## src/rtl/apcl_pkg.sv

```systemverilog
// Purpose: shared constants for the absolute position compare/latch block
// Assumes: 125 MHz system clock
// Notes: register offsets are word addresses on the plain register port
`default_nettype none
package apcl_pkg;
  localparam int unsigned APCL_POS_W = 31;
  localparam logic [3:0] APCL_ADDR_CFG = 4'h0;
  localparam logic [3:0] APCL_ADDR_STEPS = 4'h1;
  localparam logic [3:0] APCL_ADDR_REF = 4'h2;
  localparam logic [3:0] APCL_ADDR_CTRL = 4'h3;
  localparam logic [3:0] APCL_ADDR_STAT = 4'h4;
  localparam logic [3:0] APCL_ADDR_FEED = 4'h5;
  localparam logic [3:0] APCL_ADDR_REF1 = 4'h6;
  localparam logic [3:0] APCL_ADDR_REF2 = 4'h7;
  // cfg fields
  localparam int unsigned APCL_CFG_TRAIL_LSB = 0;
  localparam int unsigned APCL_CFG_FRAME_LSB = 4;
  localparam int unsigned APCL_CFG_NORM = 8;
  localparam int unsigned APCL_CFG_REV = 9;
  localparam int unsigned APCL_CFG_CMP1_LSB = 10;
  localparam int unsigned APCL_CFG_CMP2_LSB = 12;
  localparam int unsigned APCL_CFG_LEDGE_LSB = 14;
  localparam int unsigned APCL_CFG_LEN = 16;
  localparam int unsigned APCL_CFG_FAST = 17;
  localparam int unsigned APCL_CFG_ISO = 18;
  // ctrl fields
  localparam int unsigned APCL_CTRL_LD1 = 0;
  localparam int unsigned APCL_CTRL_LD2 = 1;
  localparam int unsigned APCL_CTRL_ACK = 2;
  localparam logic [31:0] APCL_CFG_RST = 32'h0000_0000;
  localparam logic [31:0] APCL_STEPS_RST = 32'h0000_2000;
  // frame length in bits for each frame type code
  localparam logic [4:0] APCL_FRAME_13 = 5'hd;
  localparam logic [4:0] APCL_FRAME_14 = 5'he;
  localparam logic [4:0] APCL_FRAME_16 = 5'h10;
  localparam logic [4:0] APCL_FRAME_21 = 5'h15;
  localparam logic [4:0] APCL_FRAME_24 = 5'h18;
  localparam logic [4:0] APCL_FRAME_25 = 5'h19;
  typedef enum logic [1:0] {APCL_CMP_OFF, APCL_CMP_UP, APCL_CMP_DOWN, APCL_CMP_BOTH} apcl_cmp_mode_type;
  typedef enum logic [1:0] {APCL_EDGE_NONE, APCL_EDGE_RISE, APCL_EDGE_FALL, APCL_EDGE_ANY} apcl_edge_type;
endpackage : apcl_pkg
`default_nettype wire

```

## src/rtl/apcl_top.sv

```systemverilog
// Purpose: direction, reversal, two comparators and an edge latch on an absolute position
// Assumes: frame word and update/instant strobes are synchronous to sys_clk_i
// Notes: one update per upd_stb_i; isochrone instants come from the bus-cycle logic
//
// Overview of operation
// extract position using frame type, steps, trailing bits
// report up and down movement on outputs
// reversal off passes position unchanged
// reversal on mirrors position within step range
// two comparators against loadable references
// comparator inactive until reference loaded once
// not-active mode holds result flag zero
// up mode: on up movement set at-or-above, clear below; hold otherwise
// down mode: on down movement set at-or-below, clear above; hold otherwise
// both mode: test per direction, hold still
// reference load clears flag then re-evaluates
// both load bits set raises load error
// isochrone: take at output, apply at input
// compare and latch absent in fast mode
// latch freezes position on configured edge
// frozen value replaces position with marker bit
// live evaluation continues while frozen
// acknowledge clears marker and re-arms latch
// normalization drops trailing bits
// evaluation uses normalized reversed position per update
`default_nettype none
module apcl_top
  import apcl_pkg::*;
#(
  parameter int unsigned FRAME_W = 25
)(
  // clock and reset
  input wire logic sys_clk_i,
  input wire logic rst_b_i,
  // encoder value path
  input wire logic [FRAME_W-1:0] frame_i,
  input wire logic upd_stb_i,
  input wire logic iso_out_stb_i,
  input wire logic iso_in_stb_i,
  input wire logic latch_trigger_input_i,
  // register port
  input wire logic [3:0] addr_i,
  input wire logic [31:0] wdata_i,
  input wire logic wr_i,
  input wire logic rd_i,
  output logic [31:0] rdata_o,
  // indicators
  output logic up_movement_indicator_o,
  output logic down_movement_indicator_o,
  output logic [31:0] feedback_o,
  output logic compare_result_flag1_o,
  output logic compare_result_flag2_o,
  output logic load_error_o
);

  logic [31:0] cfg_q;
  logic [31:0] steps_q;
  logic [31:0] ref_stage_q;
  logic [2:0] ctrl_q;
  logic [APCL_POS_W-1:0] pos_q;
  logic pos_valid_q;
  logic up_q;
  logic dn_q;
  logic [31:0] ref1_q;
  logic [31:0] ref2_q;
  logic loaded1_q;
  logic loaded2_q;
  logic flag1_q;
  logic flag2_q;
  logic pend1_q;
  logic pend2_q;
  logic [31:0] iso_ref_q;
  logic iso_ld1_q;
  logic iso_ld2_q;
  logic trig_q;
  logic frozen_q;
  logic [APCL_POS_W-1:0] frz_q;
  logic [31:0] rdata_q;

  // configuration field decode
  wire [3:0] trail_w = cfg_q[APCL_CFG_TRAIL_LSB +: 4];
  wire [2:0] ftype_w = cfg_q[APCL_CFG_FRAME_LSB +: 3];
  wire norm_w = cfg_q[APCL_CFG_NORM];
  wire rev_w = cfg_q[APCL_CFG_REV];
  wire apcl_cmp_mode_type mode1_w = apcl_cmp_mode_type'(cfg_q[APCL_CFG_CMP1_LSB +: 2]);
  wire apcl_cmp_mode_type mode2_w = apcl_cmp_mode_type'(cfg_q[APCL_CFG_CMP2_LSB +: 2]);
  wire apcl_edge_type edge_w = apcl_edge_type'(cfg_q[APCL_CFG_LEDGE_LSB +: 2]);
  wire latch_en_w = cfg_q[APCL_CFG_LEN];
  wire fast_w = cfg_q[APCL_CFG_FAST];
  wire iso_w = cfg_q[APCL_CFG_ISO];

  // frame length picks how many received bits belong to the encoder
  logic [4:0] flen_w;
  always_comb
  begin
    unique case (ftype_w)
      3'h1: flen_w = APCL_FRAME_14;
      3'h2: flen_w = APCL_FRAME_16;
      3'h3: flen_w = APCL_FRAME_21;
      3'h4: flen_w = APCL_FRAME_24;
      3'h5: flen_w = APCL_FRAME_25;
      default: flen_w = APCL_FRAME_13;
    endcase
  end

  // extraction: mask frame length; with normalization on, drop trailing bits and mask to step range
  // steps must be a power of two for the mask; a non power leaves modulo to software
  wire [31:0] fmask_w = (32'h1 << flen_w) - 32'h1;
  wire [31:0] framed_w = 32'(frame_i) & fmask_w;
  wire [31:0] shifted_w = norm_w ? (framed_w >> trail_w) : framed_w;
  wire [31:0] smask_w = steps_q - 32'h1;
  wire [31:0] raw_w = norm_w ? (shifted_w & smask_w) : shifted_w;
  // mirror inside the step range: 0 maps to steps-1
  wire [31:0] disp_w = rev_w ? (smask_w - raw_w) : raw_w;
  wire [APCL_POS_W-1:0] new_pos_w = disp_w[APCL_POS_W-1:0];

  // movement decode on the update strobe
  wire moved_up_w = upd_stb_i && pos_valid_q && (new_pos_w > pos_q);
  wire moved_dn_w = upd_stb_i && pos_valid_q && (new_pos_w < pos_q);

  // register port decode
  wire wr_cfg_w = wr_i && (addr_i == APCL_ADDR_CFG);
  wire wr_steps_w = wr_i && (addr_i == APCL_ADDR_STEPS);
  wire wr_ref_w = wr_i && (addr_i == APCL_ADDR_REF);
  wire wr_ctrl_w = wr_i && (addr_i == APCL_ADDR_CTRL);
  wire ld1_bit_w = ctrl_q[APCL_CTRL_LD1];
  wire ld2_bit_w = ctrl_q[APCL_CTRL_LD2];
  wire ack_bit_w = ctrl_q[APCL_CTRL_ACK];
  wire both_ld_w = ld1_bit_w && ld2_bit_w;
  // a load is the rising of its control bit; isochrone loads wait for the input instant
  logic ld1_prev_q;
  logic ld2_prev_q;
  logic ack_prev_q;
  logic ld1_out_q, ld2_out_q, err_q;
  wire ld1_req_w = ld1_bit_w && !ld1_prev_q && !load_error_o && !fast_w;
  wire ld2_req_w = ld2_bit_w && !ld2_prev_q && !load_error_o && !fast_w;
  wire iso_new1_w = ld1_bit_w && !ld1_out_q && !load_error_o && !fast_w;
  wire iso_new2_w = ld2_bit_w && !ld2_out_q && !load_error_o && !fast_w;
  wire take1_w = iso_w ? (iso_ld1_q && iso_in_stb_i) : ld1_req_w;
  wire take2_w = iso_w ? (iso_ld2_q && iso_in_stb_i) : ld2_req_w;
  wire [31:0] take_val_w = iso_w ? iso_ref_q : ref_stage_q;
  wire ack_rise_w = ack_bit_w && !ack_prev_q;

  // software registers
  always_ff @(posedge sys_clk_i or negedge rst_b_i)
  begin
    if (!rst_b_i)
    begin
      cfg_q <= APCL_CFG_RST;
      steps_q <= APCL_STEPS_RST;
      ref_stage_q <= 32'h0;
      ctrl_q <= 3'h0;
    end
    else
    begin
      if (wr_cfg_w) cfg_q <= wdata_i;
      if (wr_steps_w) steps_q <= wdata_i;
      if (wr_ref_w) ref_stage_q <= wdata_i;
      if (wr_ctrl_w) ctrl_q <= wdata_i[2:0];
    end
  end

  // control bit edge history
  always_ff @(posedge sys_clk_i or negedge rst_b_i)
  begin
    if (!rst_b_i)
    begin
      ld1_prev_q <= 1'b0;
      ld2_prev_q <= 1'b0;
      ack_prev_q <= 1'b0;
      err_q <= 1'b0;
    end
    else
    begin
      ld1_prev_q <= ld1_bit_w;
      ld2_prev_q <= ld2_bit_w;
      ack_prev_q <= ack_bit_w;
      err_q <= load_error_o;
    end
  end

  // isochrone staging: control bits are judged only at output instants, so a load written
  // between two instants is not lost; the value is held until the input instant
  always_ff @(posedge sys_clk_i or negedge rst_b_i)
  begin
    if (!rst_b_i)
    begin
      iso_ref_q <= 32'h0;
      iso_ld1_q <= 1'b0;
      iso_ld2_q <= 1'b0;
      ld1_out_q <= 1'b0;
      ld2_out_q <= 1'b0;
    end
    else if (iso_out_stb_i)
    begin
      ld1_out_q <= ld1_bit_w;
      ld2_out_q <= ld2_bit_w;
      if (iso_new1_w || iso_new2_w) iso_ref_q <= ref_stage_q;
      iso_ld1_q <= iso_ld1_q || iso_new1_w;
      iso_ld2_q <= iso_ld2_q || iso_new2_w;
    end
    else if (iso_in_stb_i)
    begin
      iso_ld1_q <= 1'b0;
      iso_ld2_q <= 1'b0;
    end
  end

  // live position and direction; runs regardless of the latch
  always_ff @(posedge sys_clk_i or negedge rst_b_i)
  begin
    if (!rst_b_i)
    begin
      pos_q <= '0;
      pos_valid_q <= 1'b0;
      up_q <= 1'b0;
      dn_q <= 1'b0;
    end
    else if (upd_stb_i)
    begin
      pos_q <= new_pos_w;
      pos_valid_q <= 1'b1;
      if (moved_up_w || moved_dn_w)
      begin
        up_q <= moved_up_w;
        dn_q <= moved_dn_w;
      end
    end
  end

  // next flag value for one comparator against the live update
  function automatic logic cmp_next(input apcl_cmp_mode_type mode, input logic flag,
                                    input logic [31:0] refv, input logic up, input logic dn,
                                    input logic [APCL_POS_W-1:0] pos);
    logic r;
    r = flag;
    unique case (mode)
      APCL_CMP_OFF: r = 1'b0;
      APCL_CMP_UP: if (up) r = (32'(pos) >= refv);
      APCL_CMP_DOWN: if (dn) r = (32'(pos) <= refv);
      APCL_CMP_BOTH:
      begin
        if (up) r = (32'(pos) >= refv);
        else if (dn) r = (32'(pos) <= refv);
      end
    endcase
    return r;
  endfunction

  // comparators: a load clears the flag, the next update re-evaluates it
  always_ff @(posedge sys_clk_i or negedge rst_b_i)
  begin
    if (!rst_b_i)
    begin
      ref1_q <= 32'h0;
      ref2_q <= 32'h0;
      loaded1_q <= 1'b0;
      loaded2_q <= 1'b0;
      flag1_q <= 1'b0;
      flag2_q <= 1'b0;
      pend1_q <= 1'b0;
      pend2_q <= 1'b0;
    end
    else if (fast_w)
    begin
      loaded1_q <= 1'b0;
      loaded2_q <= 1'b0;
      flag1_q <= 1'b0;
      flag2_q <= 1'b0;
      pend1_q <= 1'b0;
      pend2_q <= 1'b0;
    end
    else
    begin
      if (take1_w)
      begin
        ref1_q <= take_val_w;
        loaded1_q <= 1'b1;
        flag1_q <= 1'b0;
        pend1_q <= 1'b1;
      end
      else if (!loaded1_q || mode1_w == APCL_CMP_OFF)
        flag1_q <= 1'b0;
      else if (upd_stb_i)
      begin
        // a pending reload is settled against the current position by direction setting
        flag1_q <= pend1_q ? cmp_next(mode1_w, 1'b0, ref1_q, mode1_w != APCL_CMP_DOWN && (moved_up_w ||
                   !moved_dn_w), moved_dn_w || mode1_w == APCL_CMP_DOWN, new_pos_w)
                   : cmp_next(mode1_w, flag1_q, ref1_q, moved_up_w, moved_dn_w, new_pos_w);
        pend1_q <= 1'b0;
      end
      if (take2_w)
      begin
        ref2_q <= take_val_w;
        loaded2_q <= 1'b1;
        flag2_q <= 1'b0;
        pend2_q <= 1'b1;
      end
      else if (!loaded2_q || mode2_w == APCL_CMP_OFF)
        flag2_q <= 1'b0;
      else if (upd_stb_i)
      begin
        flag2_q <= pend2_q ? cmp_next(mode2_w, 1'b0, ref2_q, mode2_w != APCL_CMP_DOWN && (moved_up_w ||
                   !moved_dn_w), moved_dn_w || mode2_w == APCL_CMP_DOWN, new_pos_w)
                   : cmp_next(mode2_w, flag2_q, ref2_q, moved_up_w, moved_dn_w, new_pos_w);
        pend2_q <= 1'b0;
      end
    end
  end

  // latch trigger edge detect; input taken as synchronous
  wire rise_w = latch_trigger_input_i && !trig_q;
  wire fall_w = !latch_trigger_input_i && trig_q;
  wire edge_hit_w = (edge_w == APCL_EDGE_RISE && rise_w) || (edge_w == APCL_EDGE_FALL && fall_w) ||
                    (edge_w == APCL_EDGE_ANY && (rise_w || fall_w));
  wire freeze_w = latch_en_w && !fast_w && !frozen_q && edge_hit_w;

  // latch: holds the frozen value until acknowledged, then re-arms
  always_ff @(posedge sys_clk_i or negedge rst_b_i)
  begin
    if (!rst_b_i)
    begin
      trig_q <= 1'b0;
      frozen_q <= 1'b0;
      frz_q <= '0;
    end
    else
    begin
      trig_q <= latch_trigger_input_i;
      if (freeze_w)
      begin
        frozen_q <= 1'b1;
        frz_q <= pos_q;
      end
      else if (ack_rise_w || fast_w)
        frozen_q <= 1'b0;
    end
  end

  // feedback word: frozen value with marker bit replaces live position
  wire [31:0] feed_w = frozen_q ? {1'b1, frz_q} : {1'b0, pos_q};
  wire [31:0] stat_w = {26'h0, load_error_o, flag2_q, flag1_q, frozen_q, dn_q, up_q};

  // read mux; unmapped offsets read zero
  always_ff @(posedge sys_clk_i or negedge rst_b_i)
  begin
    if (!rst_b_i)
      rdata_q <= 32'h0;
    else if (rd_i)
    begin
      unique case (addr_i)
        APCL_ADDR_CFG: rdata_q <= cfg_q;
        APCL_ADDR_STEPS: rdata_q <= steps_q;
        APCL_ADDR_REF: rdata_q <= ref_stage_q;
        APCL_ADDR_CTRL: rdata_q <= {29'h0, ctrl_q};
        APCL_ADDR_STAT: rdata_q <= stat_w;
        APCL_ADDR_FEED: rdata_q <= feed_w;
        APCL_ADDR_REF1: rdata_q <= ref1_q;
        APCL_ADDR_REF2: rdata_q <= ref2_q;
        default: rdata_q <= 32'h0;
      endcase
    end
    else
      rdata_q <= 32'h0;
  end

  assign rdata_o = rdata_q;
  assign up_movement_indicator_o = up_q;
  assign down_movement_indicator_o = dn_q;
  assign feedback_o = feed_w;
  assign compare_result_flag1_o = flag1_q;
  assign compare_result_flag2_o = flag2_q;
  assign load_error_o = both_ld_w || (err_q && (ld1_bit_w || ld2_bit_w));

  // checks
  a_load_error_both: assert property (@(posedge sys_clk_i) disable iff (!rst_b_i)
    load_error_o && !iso_w |=> $stable(ref1_q) && $stable(ref2_q)) else $error("load taken during load error");
  a_off_flag_zero: assert property (@(posedge sys_clk_i) disable iff (!rst_b_i)
    (mode1_w == APCL_CMP_OFF) |=> !flag1_q || take1_w) else $error("off comparator flag set");
  a_unloaded_idle: assert property (@(posedge sys_clk_i) disable iff (!rst_b_i)
    !loaded2_q |-> !flag2_q) else $error("unloaded comparator active");
  a_load_clears: assert property (@(posedge sys_clk_i) disable iff (!rst_b_i)
    take1_w |=> !flag1_q) else $error("load did not clear flag");
  a_marker_hold: assert property (@(posedge sys_clk_i) disable iff (!rst_b_i)
    frozen_q && !ack_rise_w && !fast_w |=> feedback_o[31] && $stable(frz_q)) else $error("frozen value lost");
  a_ack_rearm: assert property (@(posedge sys_clk_i) disable iff (!rst_b_i)
    frozen_q && ack_rise_w |=> !feedback_o[31]) else $error("ack did not clear marker");
  a_freeze_edge: assert property (@(posedge sys_clk_i) disable iff (!rst_b_i)
    freeze_w |=> feedback_o[31] && feedback_o[30:0] == $past(pos_q)) else $error("freeze value wrong");
  a_fast_absent: assert property (@(posedge sys_clk_i) disable iff (!rst_b_i)
    fast_w |=> !flag1_q && !flag2_q && !frozen_q) else $error("fast mode has compare or latch");
  a_up_dir: assert property (@(posedge sys_clk_i) disable iff (!rst_b_i)
    moved_up_w |=> up_movement_indicator_o && !down_movement_indicator_o) else $error("up not shown");
  a_live_track: assert property (@(posedge sys_clk_i) disable iff (!rst_b_i)
    upd_stb_i |=> pos_q == $past(new_pos_w)) else $error("live position stalled");

endmodule // apcl_top
`default_nettype wire

```

## config.mk

```make
export PLATFORM = sky130hd
export DESIGN_NAME = apcl_top
export DESIGN_NICKNAME = d
export VERILOG_FILES = /design/src/rtl/apcl_pkg.sv /design/src/rtl/apcl_top.sv
export SDC_FILE = /design/constraint.sdc
export NUM_CORES = 1
export LEC_CHECK = 0
export BUFFER_PORTS_ARGS = -buffer_cell sky130_fd_sc_hd__buf_2
export CORE_AREA = 3 3 245 187
export CTS_CLUSTER_DIAMETER = 100
export DETAILED_ROUTE_END_ITERATION = 8
export DIE_AREA = 0 0 248 190
export PLACE_DENSITY_LB_ADDON = 0.25
export RECOVER_POWER = 25
export SLEW_MARGIN = 40
export SYNTH_ARGS = -nofsm -noshare
export SYNTH_HDL_FRONTEND = slang
export SYNTH_SLANG_ARGS = --single-unit
```

## constraint.sdc

```tcl
create_clock -name sys_clk_i -period 7.65 [get_ports sys_clk_i]
set_clock_uncertainty 0.05 [all_clocks]
set_input_delay 1.53 -clock sys_clk_i [delete_from_list [all_inputs] [get_ports sys_clk_i]]
set_output_delay 1.53 -clock sys_clk_i [all_outputs]
set_load 0.1 [all_outputs]
```

# After elaboration in Yosys (flattened, before gate mapping)
# Index checks and enable logic that the tools add are counted.
# op_classes
n_addsub	3
n_lt_le_gt_ge	6
n_eq_ne	27
n_shift	2
mux	52
n_bitwise	3
n_reduce_logical	81
# ops
cell	count
$pmux W32 S8	1
$mux W32	3
$mux W31	3
$ge A31 B32 Y1	2
$le A31 B32 Y1	2
$mux W1	40
$logic_and A1 B1 Y1	34
$and A25 B32 Y32	1
$shl A1 B5 Y32 const A	1
$shr A32 B4 Y31	1
$sub A32 B1 Y32 const B	1
$and A31 B31 Y31	1
$gt A31 B31 Y1	1
$lt A31 B31 Y1	1
$sub A31 B1 Y31 const B	1
$sub A31 B31 Y31	1
$pmux W5 S5	1
$eq A4 B3 Y1 const B	4
$pmux W1 S4	4
$reduce_and A2 Y1	8
$logic_or A1 B1 Y1	15
$logic_not A1 Y1	13
$eq A2 B2 Y1 const B	6
$ne A6 B6 Y1 const B	2
other kinds (14)	27
# totals
reg_bits	308
word_cells	203

# Depth between registers and ports, before layout
# depth
ltp_word	23
ltp_mapped	29

# Worst setup path before layout
# OpenSTA, ideal clock, no wires.
# synth_path
path_type	input -> register
startpoint	input frame_i[12]
endpoint	register flag1_q (netlist: compare_result_flag1_o)
setup_ns	0.125
arrival_time_ns	6.797
required_ns	7.475
setup_slack_ns	0.678
stages	25
path_cell_list	nand2_1 > nor2_1 > a31oi_1 > mux4_2 > a2111oi_0 > a21o_1 > ha_1 > inv_1 > fa_1 > a211oi_1 > o211ai_1 > nand3_1 > nand3_1 > a31oi_1 > xnor2_1 > mux2i_1 > ha_1 > a21o_1 > a41o_1 > a211oi_1 > o211ai_1 > or3_1 > a221oi_1 > a311oi_1 > a2111oi_0
# synth_between
elab_chain_cells	19
elab_cells_between_ends	32
cone_classes	1 x add/sub; 4 x order compare; 1 x eq/ne; 1 x shift; 16 x mux; 2 x bitwise; 7 x reduce/logical
# synth_lines
element	line_no	text
start, declared	apcl_top.sv:36	input wire logic [FRAME_W-1:0] frame_i,
$and A25 B32 Y32 *	apcl_top.sv:109	wire [31:0] framed_w = 32'(frame_i) & fmask_w;
$shr A32 B4 Y31	apcl_top.sv:110	wire [31:0] shifted_w = norm_w ? (framed_w >> trail_w) : framed_w;
$mux W31 *	apcl_top.sv:110	
$and A31 B31 Y31	apcl_top.sv:112	wire [31:0] raw_w = norm_w ? (shifted_w & smask_w) : shifted_w;
$mux W31 *	apcl_top.sv:112	
$sub A31 B31 Y31	apcl_top.sv:114	wire [31:0] disp_w = rev_w ? (smask_w - raw_w) : raw_w;
$mux W31 *	apcl_top.sv:114	
net disp_w[24]	apcl_top.sv:114	
[4 not listed]	-	
$logic_and A1 B1 Y1	apcl_top.sv:287	flag1_q <= pend1_q ? cmp_next(mode1_w, 1'b0, ref1_q, mode1_w != APCL_CMP_DOWN && (moved_up_w ||
$mux W1, on equally long branches	apcl_top.sv:243, apcl_top.sv:239	
$pmux W1 S4	apcl_top.sv:237	unique case (mode)
$mux W1	apcl_top.sv:287	
$mux W1	apcl_top.sv:284	else if (upd_stb_i)
$mux W1	apcl_top.sv:282	else if (!loaded1_q || mode1_w == APCL_CMP_OFF)
$mux W1	apcl_top.sv:275	if (take1_w)
$mux W1	apcl_top.sv:264	else if (fast_w)
end signal, assigned	apcl_top.sv:287	
end, declared	apcl_top.sv:68	logic flag1_q;
# Mark *: on every way through the listed nets, which the timed path passes. The rest lies on a longest branch. The select of a mux whose other input is x is not followed.
# A chain may end at the register's enable or synchronous reset.

# Final worst setup path
# layout_path
startpoint	input frame_i[18]
endpoint	register flag1_q (netlist: compare_result_flag1_o)
# The elaborated chain is that of the path after synthesis.

==> flow_metrics.py <==
metrics = {
    "yosys": {
        "synth.ff_latch_count": 308,
        "async_reset_ff_frac": 1.00,
        "synth.avg_cell_area_um2": 9.62,
        "synthCells": 2031,
        "netlist_area_um2": 19500,
        "synth-xor-area-share": 0.0242,
        "synth-edff-count": 0,
        "synthMuxAreaShare": 0.151,
        "synthSimpleGateAreaFrac": 0.119,
        "yosysWarnings": 0,
        "ys_types": 84,
        "synth_fa_ha_area_frac": 0.0797,
        "ys.flop_type": "dfrtp_1",
        "synth.yosys.seq_area_share": 0.395,
        "synth_compound_gate_area_share": 0.183,
        "synth.largest_area_cell": "dfrtp_1",
        "synth_top_family_by_area": "compound AO/OA/AOI/OAI gates",
        "synth_top_area_frac": 0.393,
        "synth_area_leaders": "dfrtp_1 39%, mux2_2 11%, ha_1 7.8%",
    },
    "detailed_routing": {
        "dr.pass1.iters": 5,
        "vias": 17400,
        "drc": 0,
        "avgViaCountPerCell": 6.15,
        "initialDrtViolationCount": 1746,
        "ant_nets": 0,
        "wl_per_cell_um": 24.1,
        "drt-total-wl_um": 68300,
    },
    "global_routing": {
        "grt_pass1_vias": 16900,
        "grt-ovfl-total": 0,
        "grt_pass1_wl_um": 104000,
        "grt_usage": 0.289,
        "grt_max_degree": 99,
        "antenna_found_initial": 1,
    },
    "cells_and_area": {
        "areaGrowthSynthToFinish_pct": 16.9,
        "nNetsFinal": 2417,
        "final-seq-area_um2": 7710,
        "final_cell_area_um2": 22800,
        "final_common_cell": "dfrtp_1",
        "utilization": 0.527,
        "drive_above_1_share": 0.251,
        "mostFrequentLayoutCells": "304 x dfrtp_1, 196 x mux2_2, 143 x nor2_1, 143 x a21oi_1, 134 x inv_1",
        "fillCellCount": 3944,
        "multi_input_area_um2": 11000,
        "num_antenna_cells": 0,
    },
    "floorplanning": {
        "die-area_um2": 47100,
        "coreArea_um2": 43400,
        "die_w_um": 248,
        "die_h_um": 190,
        "start_util": 0.451,
        "io_pins": 138,
        "fp-row-count": 66,
    },
    "clock_network": {
        "cts.htree.levels": 2,
        "tritoncts": "done",
        "cts_sinks": 308,
        "post_cts_buffers": 0,
        "root_buffer": "clkbuf_16",
        "path_clk_slew_ns": 0.07,
        "cts_resized": 0,
        "cts_buffer_depth": 3,
        "clock_latency_ns": 0.55,
        "cts-buffers-inserted": 34,
        "hold_buffers": 0,
    },
    "outcome": {
        "violations": "capacitance limit, slew limit",
        "status": "finished with violations",
    },
    "timing": {
        "slew_headroom": -1.72,
        "period_minus_slack_ns": 7.31,
        "setup_slack_ns": 0.339,
        "worst-slew-pin-transition_ns": 4.08,
        "timing.final.hold_violations": 0,
        "period_share": 0.956,
        "setup_viol": 0,
        "finalMaxSlewViolations": 76,
        "tns_ns": 0,
        "fmax_mhz": 137,
    },
    "power_and_ir_drop": {
        "p_leak_nw": 10.4,
        "p_total_w": 0.00946,
        "power.density_nw_per_um2": 414,
        "ir_drop_v": 0.000241,
    },
    "setup_path": {
        "crit_type": "primary input to flip-flop",
        "startpoint_type": "primary input",
        "cp_common_cell": "a21o_1",
        "path_max_fanout": 6,
        "arrival_ns": 7.69,
        "max_stage_delay_ns": 0.50,
        "cpMaxStageDelayCell": "mux4_2",
        "critPathCaptureType": "flip-flop",
        "required_ns": 8.02,
        "cp_num_buf_inv": 2,
        "path_delay_family": "compound AO/OA/AOI/OAI gates",
    },
    "worst_hold_path": {
        "hp-class": "flip-flop to flip-flop",
    },
    "placed_design": {
        "postPlaceCellArea_um2": 21600,
        "hpwlAfterDp_um": 51700,
        "gp_congestion": 0.959,
        "dpl_worst_slack_ns": -0.134,
        "port_buffers": 137,
    },
    "flow_run": {
        "maxCapViolations": 1,
    },
}
## metal layers
| metal | part of all wire | global-route usage | up-vias |
|---|---|---|---|
| met5 | 0 | 0 | - |
| met4 | 0.019 | 0.0612 | 0 |
| met3 | 0.088 | 0.0578 | 89 |
| met2 | 0.42 | 0.416 | 756 |
| met1 | 0.48 | 0.447 | 8682 |
| li1 | - | - | 7867 |
## synth_stat cells (7+ instances only)
master and instances:
xnor2_1 29, mux2i_1 58, nor2_1 149, a41oi_1 9
o31ai_1 13, o21ai_0 85, and3_1 11, buf_1 14
or2_2 8, dfrtp_1 307, a221oi_1 10, o211ai_1 17
nand4_1 25, inv_1 135, a31oi_1 51, xor2_1 25
mux4_2 7, clkbuf_1 91, nand2_1 131, nor3_1 33
a32oi_1 9, o21a_1 8, ha_1 122, and2_1 9
nor4_1 11, nand3_1 46, a211oi_1 28, o22ai_1 11
a22oi_1 84, a21oi_1 144, mux2_2 196, nor2b_1 11
o221ai_1 8, or3_1 13, a21o_1 18, nand2b_1 15
## cell families (layout without fill, tap and decap cells)
group,count (synthesis),after routing
AO/OA/AOI/OAI,547,547
AND/OR/NAND/NOR,489,489
flip-flops,308,308
XOR/XNOR,54,54
buffers and inverters,247,466
adder cells (fa/ha/maj),124,124
multiplexers,261,261
other,1,2
## path summary, 6_finish.rpt
check | to | cells after the start | startpoint | slack [ns]
max in group asynchronous | frozen_q | 1 | rst_b_i | 2.58
min in group asynchronous | cfg_q[19] | 1 | rst_b_i | 2.37
worst max register to register | compare_result_flag1_o | 24 | steps_q[2] | 0.36
worst min register to register | ack_prev_q | 0 | ctrl_q[2] | 0.41
worst min-delay path | ack_prev_q | 0 | ctrl_q[2] | 0.41
worst max-delay path | compare_result_flag1_o | 26 | frame_i[18] | 0.34
## worst reg2reg max path, stage by stage, from the launching register on
cell,delay [ns]
dfrtp_1,0.50
or4_4,0.61
or4_4,0.63
xnor2_1,0.45
nand2_1,0.12
a211oi_1,0.40
nor2_1,0.10
ha_1,0.42
nand2_1,0.13
nor3_1,0.34
a32oi_1,0.26
nand3_1,0.16
a31oi_1,0.10
buf_4,0.16
o31ai_1,0.26
xnor2_1,0.19
nor2_1,0.11
ha_1,0.34
nand4b_1,0.23
or3_1,0.48
nor3_1,0.28
nand3_1,0.15
a221oi_1,0.35
a311oi_1,0.08
a2111oi_1,0.29
## stage by stage
step	hold WS, ns	cells
floorplan	0.332	2032
global placement	0.378	2766
detailed placement	0.403	2767
CTS	0.416	2829
global route	0.424	2829
finish	0.415	2829
## sequential cells by signal, summed over array words and instances (netlist names), 3 cells and up
name,cells
rdata_o,32
frz_q,31
ref1_q,32
iso_ref_q,32
steps_q,32
pos_q,31
ctrl_q,3
ref_stage_q,32
cfg_q,32
ref2_q,32
## report_power, final
part / internal, W / total [W] / switching (W)
combinational: 0.00180 / 0.00497 / 0.00317
sequential: 0.00218 / 0.00269 / 0.000508
clock: 0.00108 / 0.00180 / 0.000718
total: 0.00506 / 0.00946 / 0.00440
## area by class of cell
class / count / area share
clock buffer: 47 / 0.0447
clock inverter: 15 / 0.00887
inverter: 137 / 0.0225
multi-input combinational: 1477 / 0.481
sequential: 308 / 0.338
tap: 578 / 0.0317
timing repair buffer: 267 / 0.0741
No activity file was read; power rests on OpenSTA's default activity.
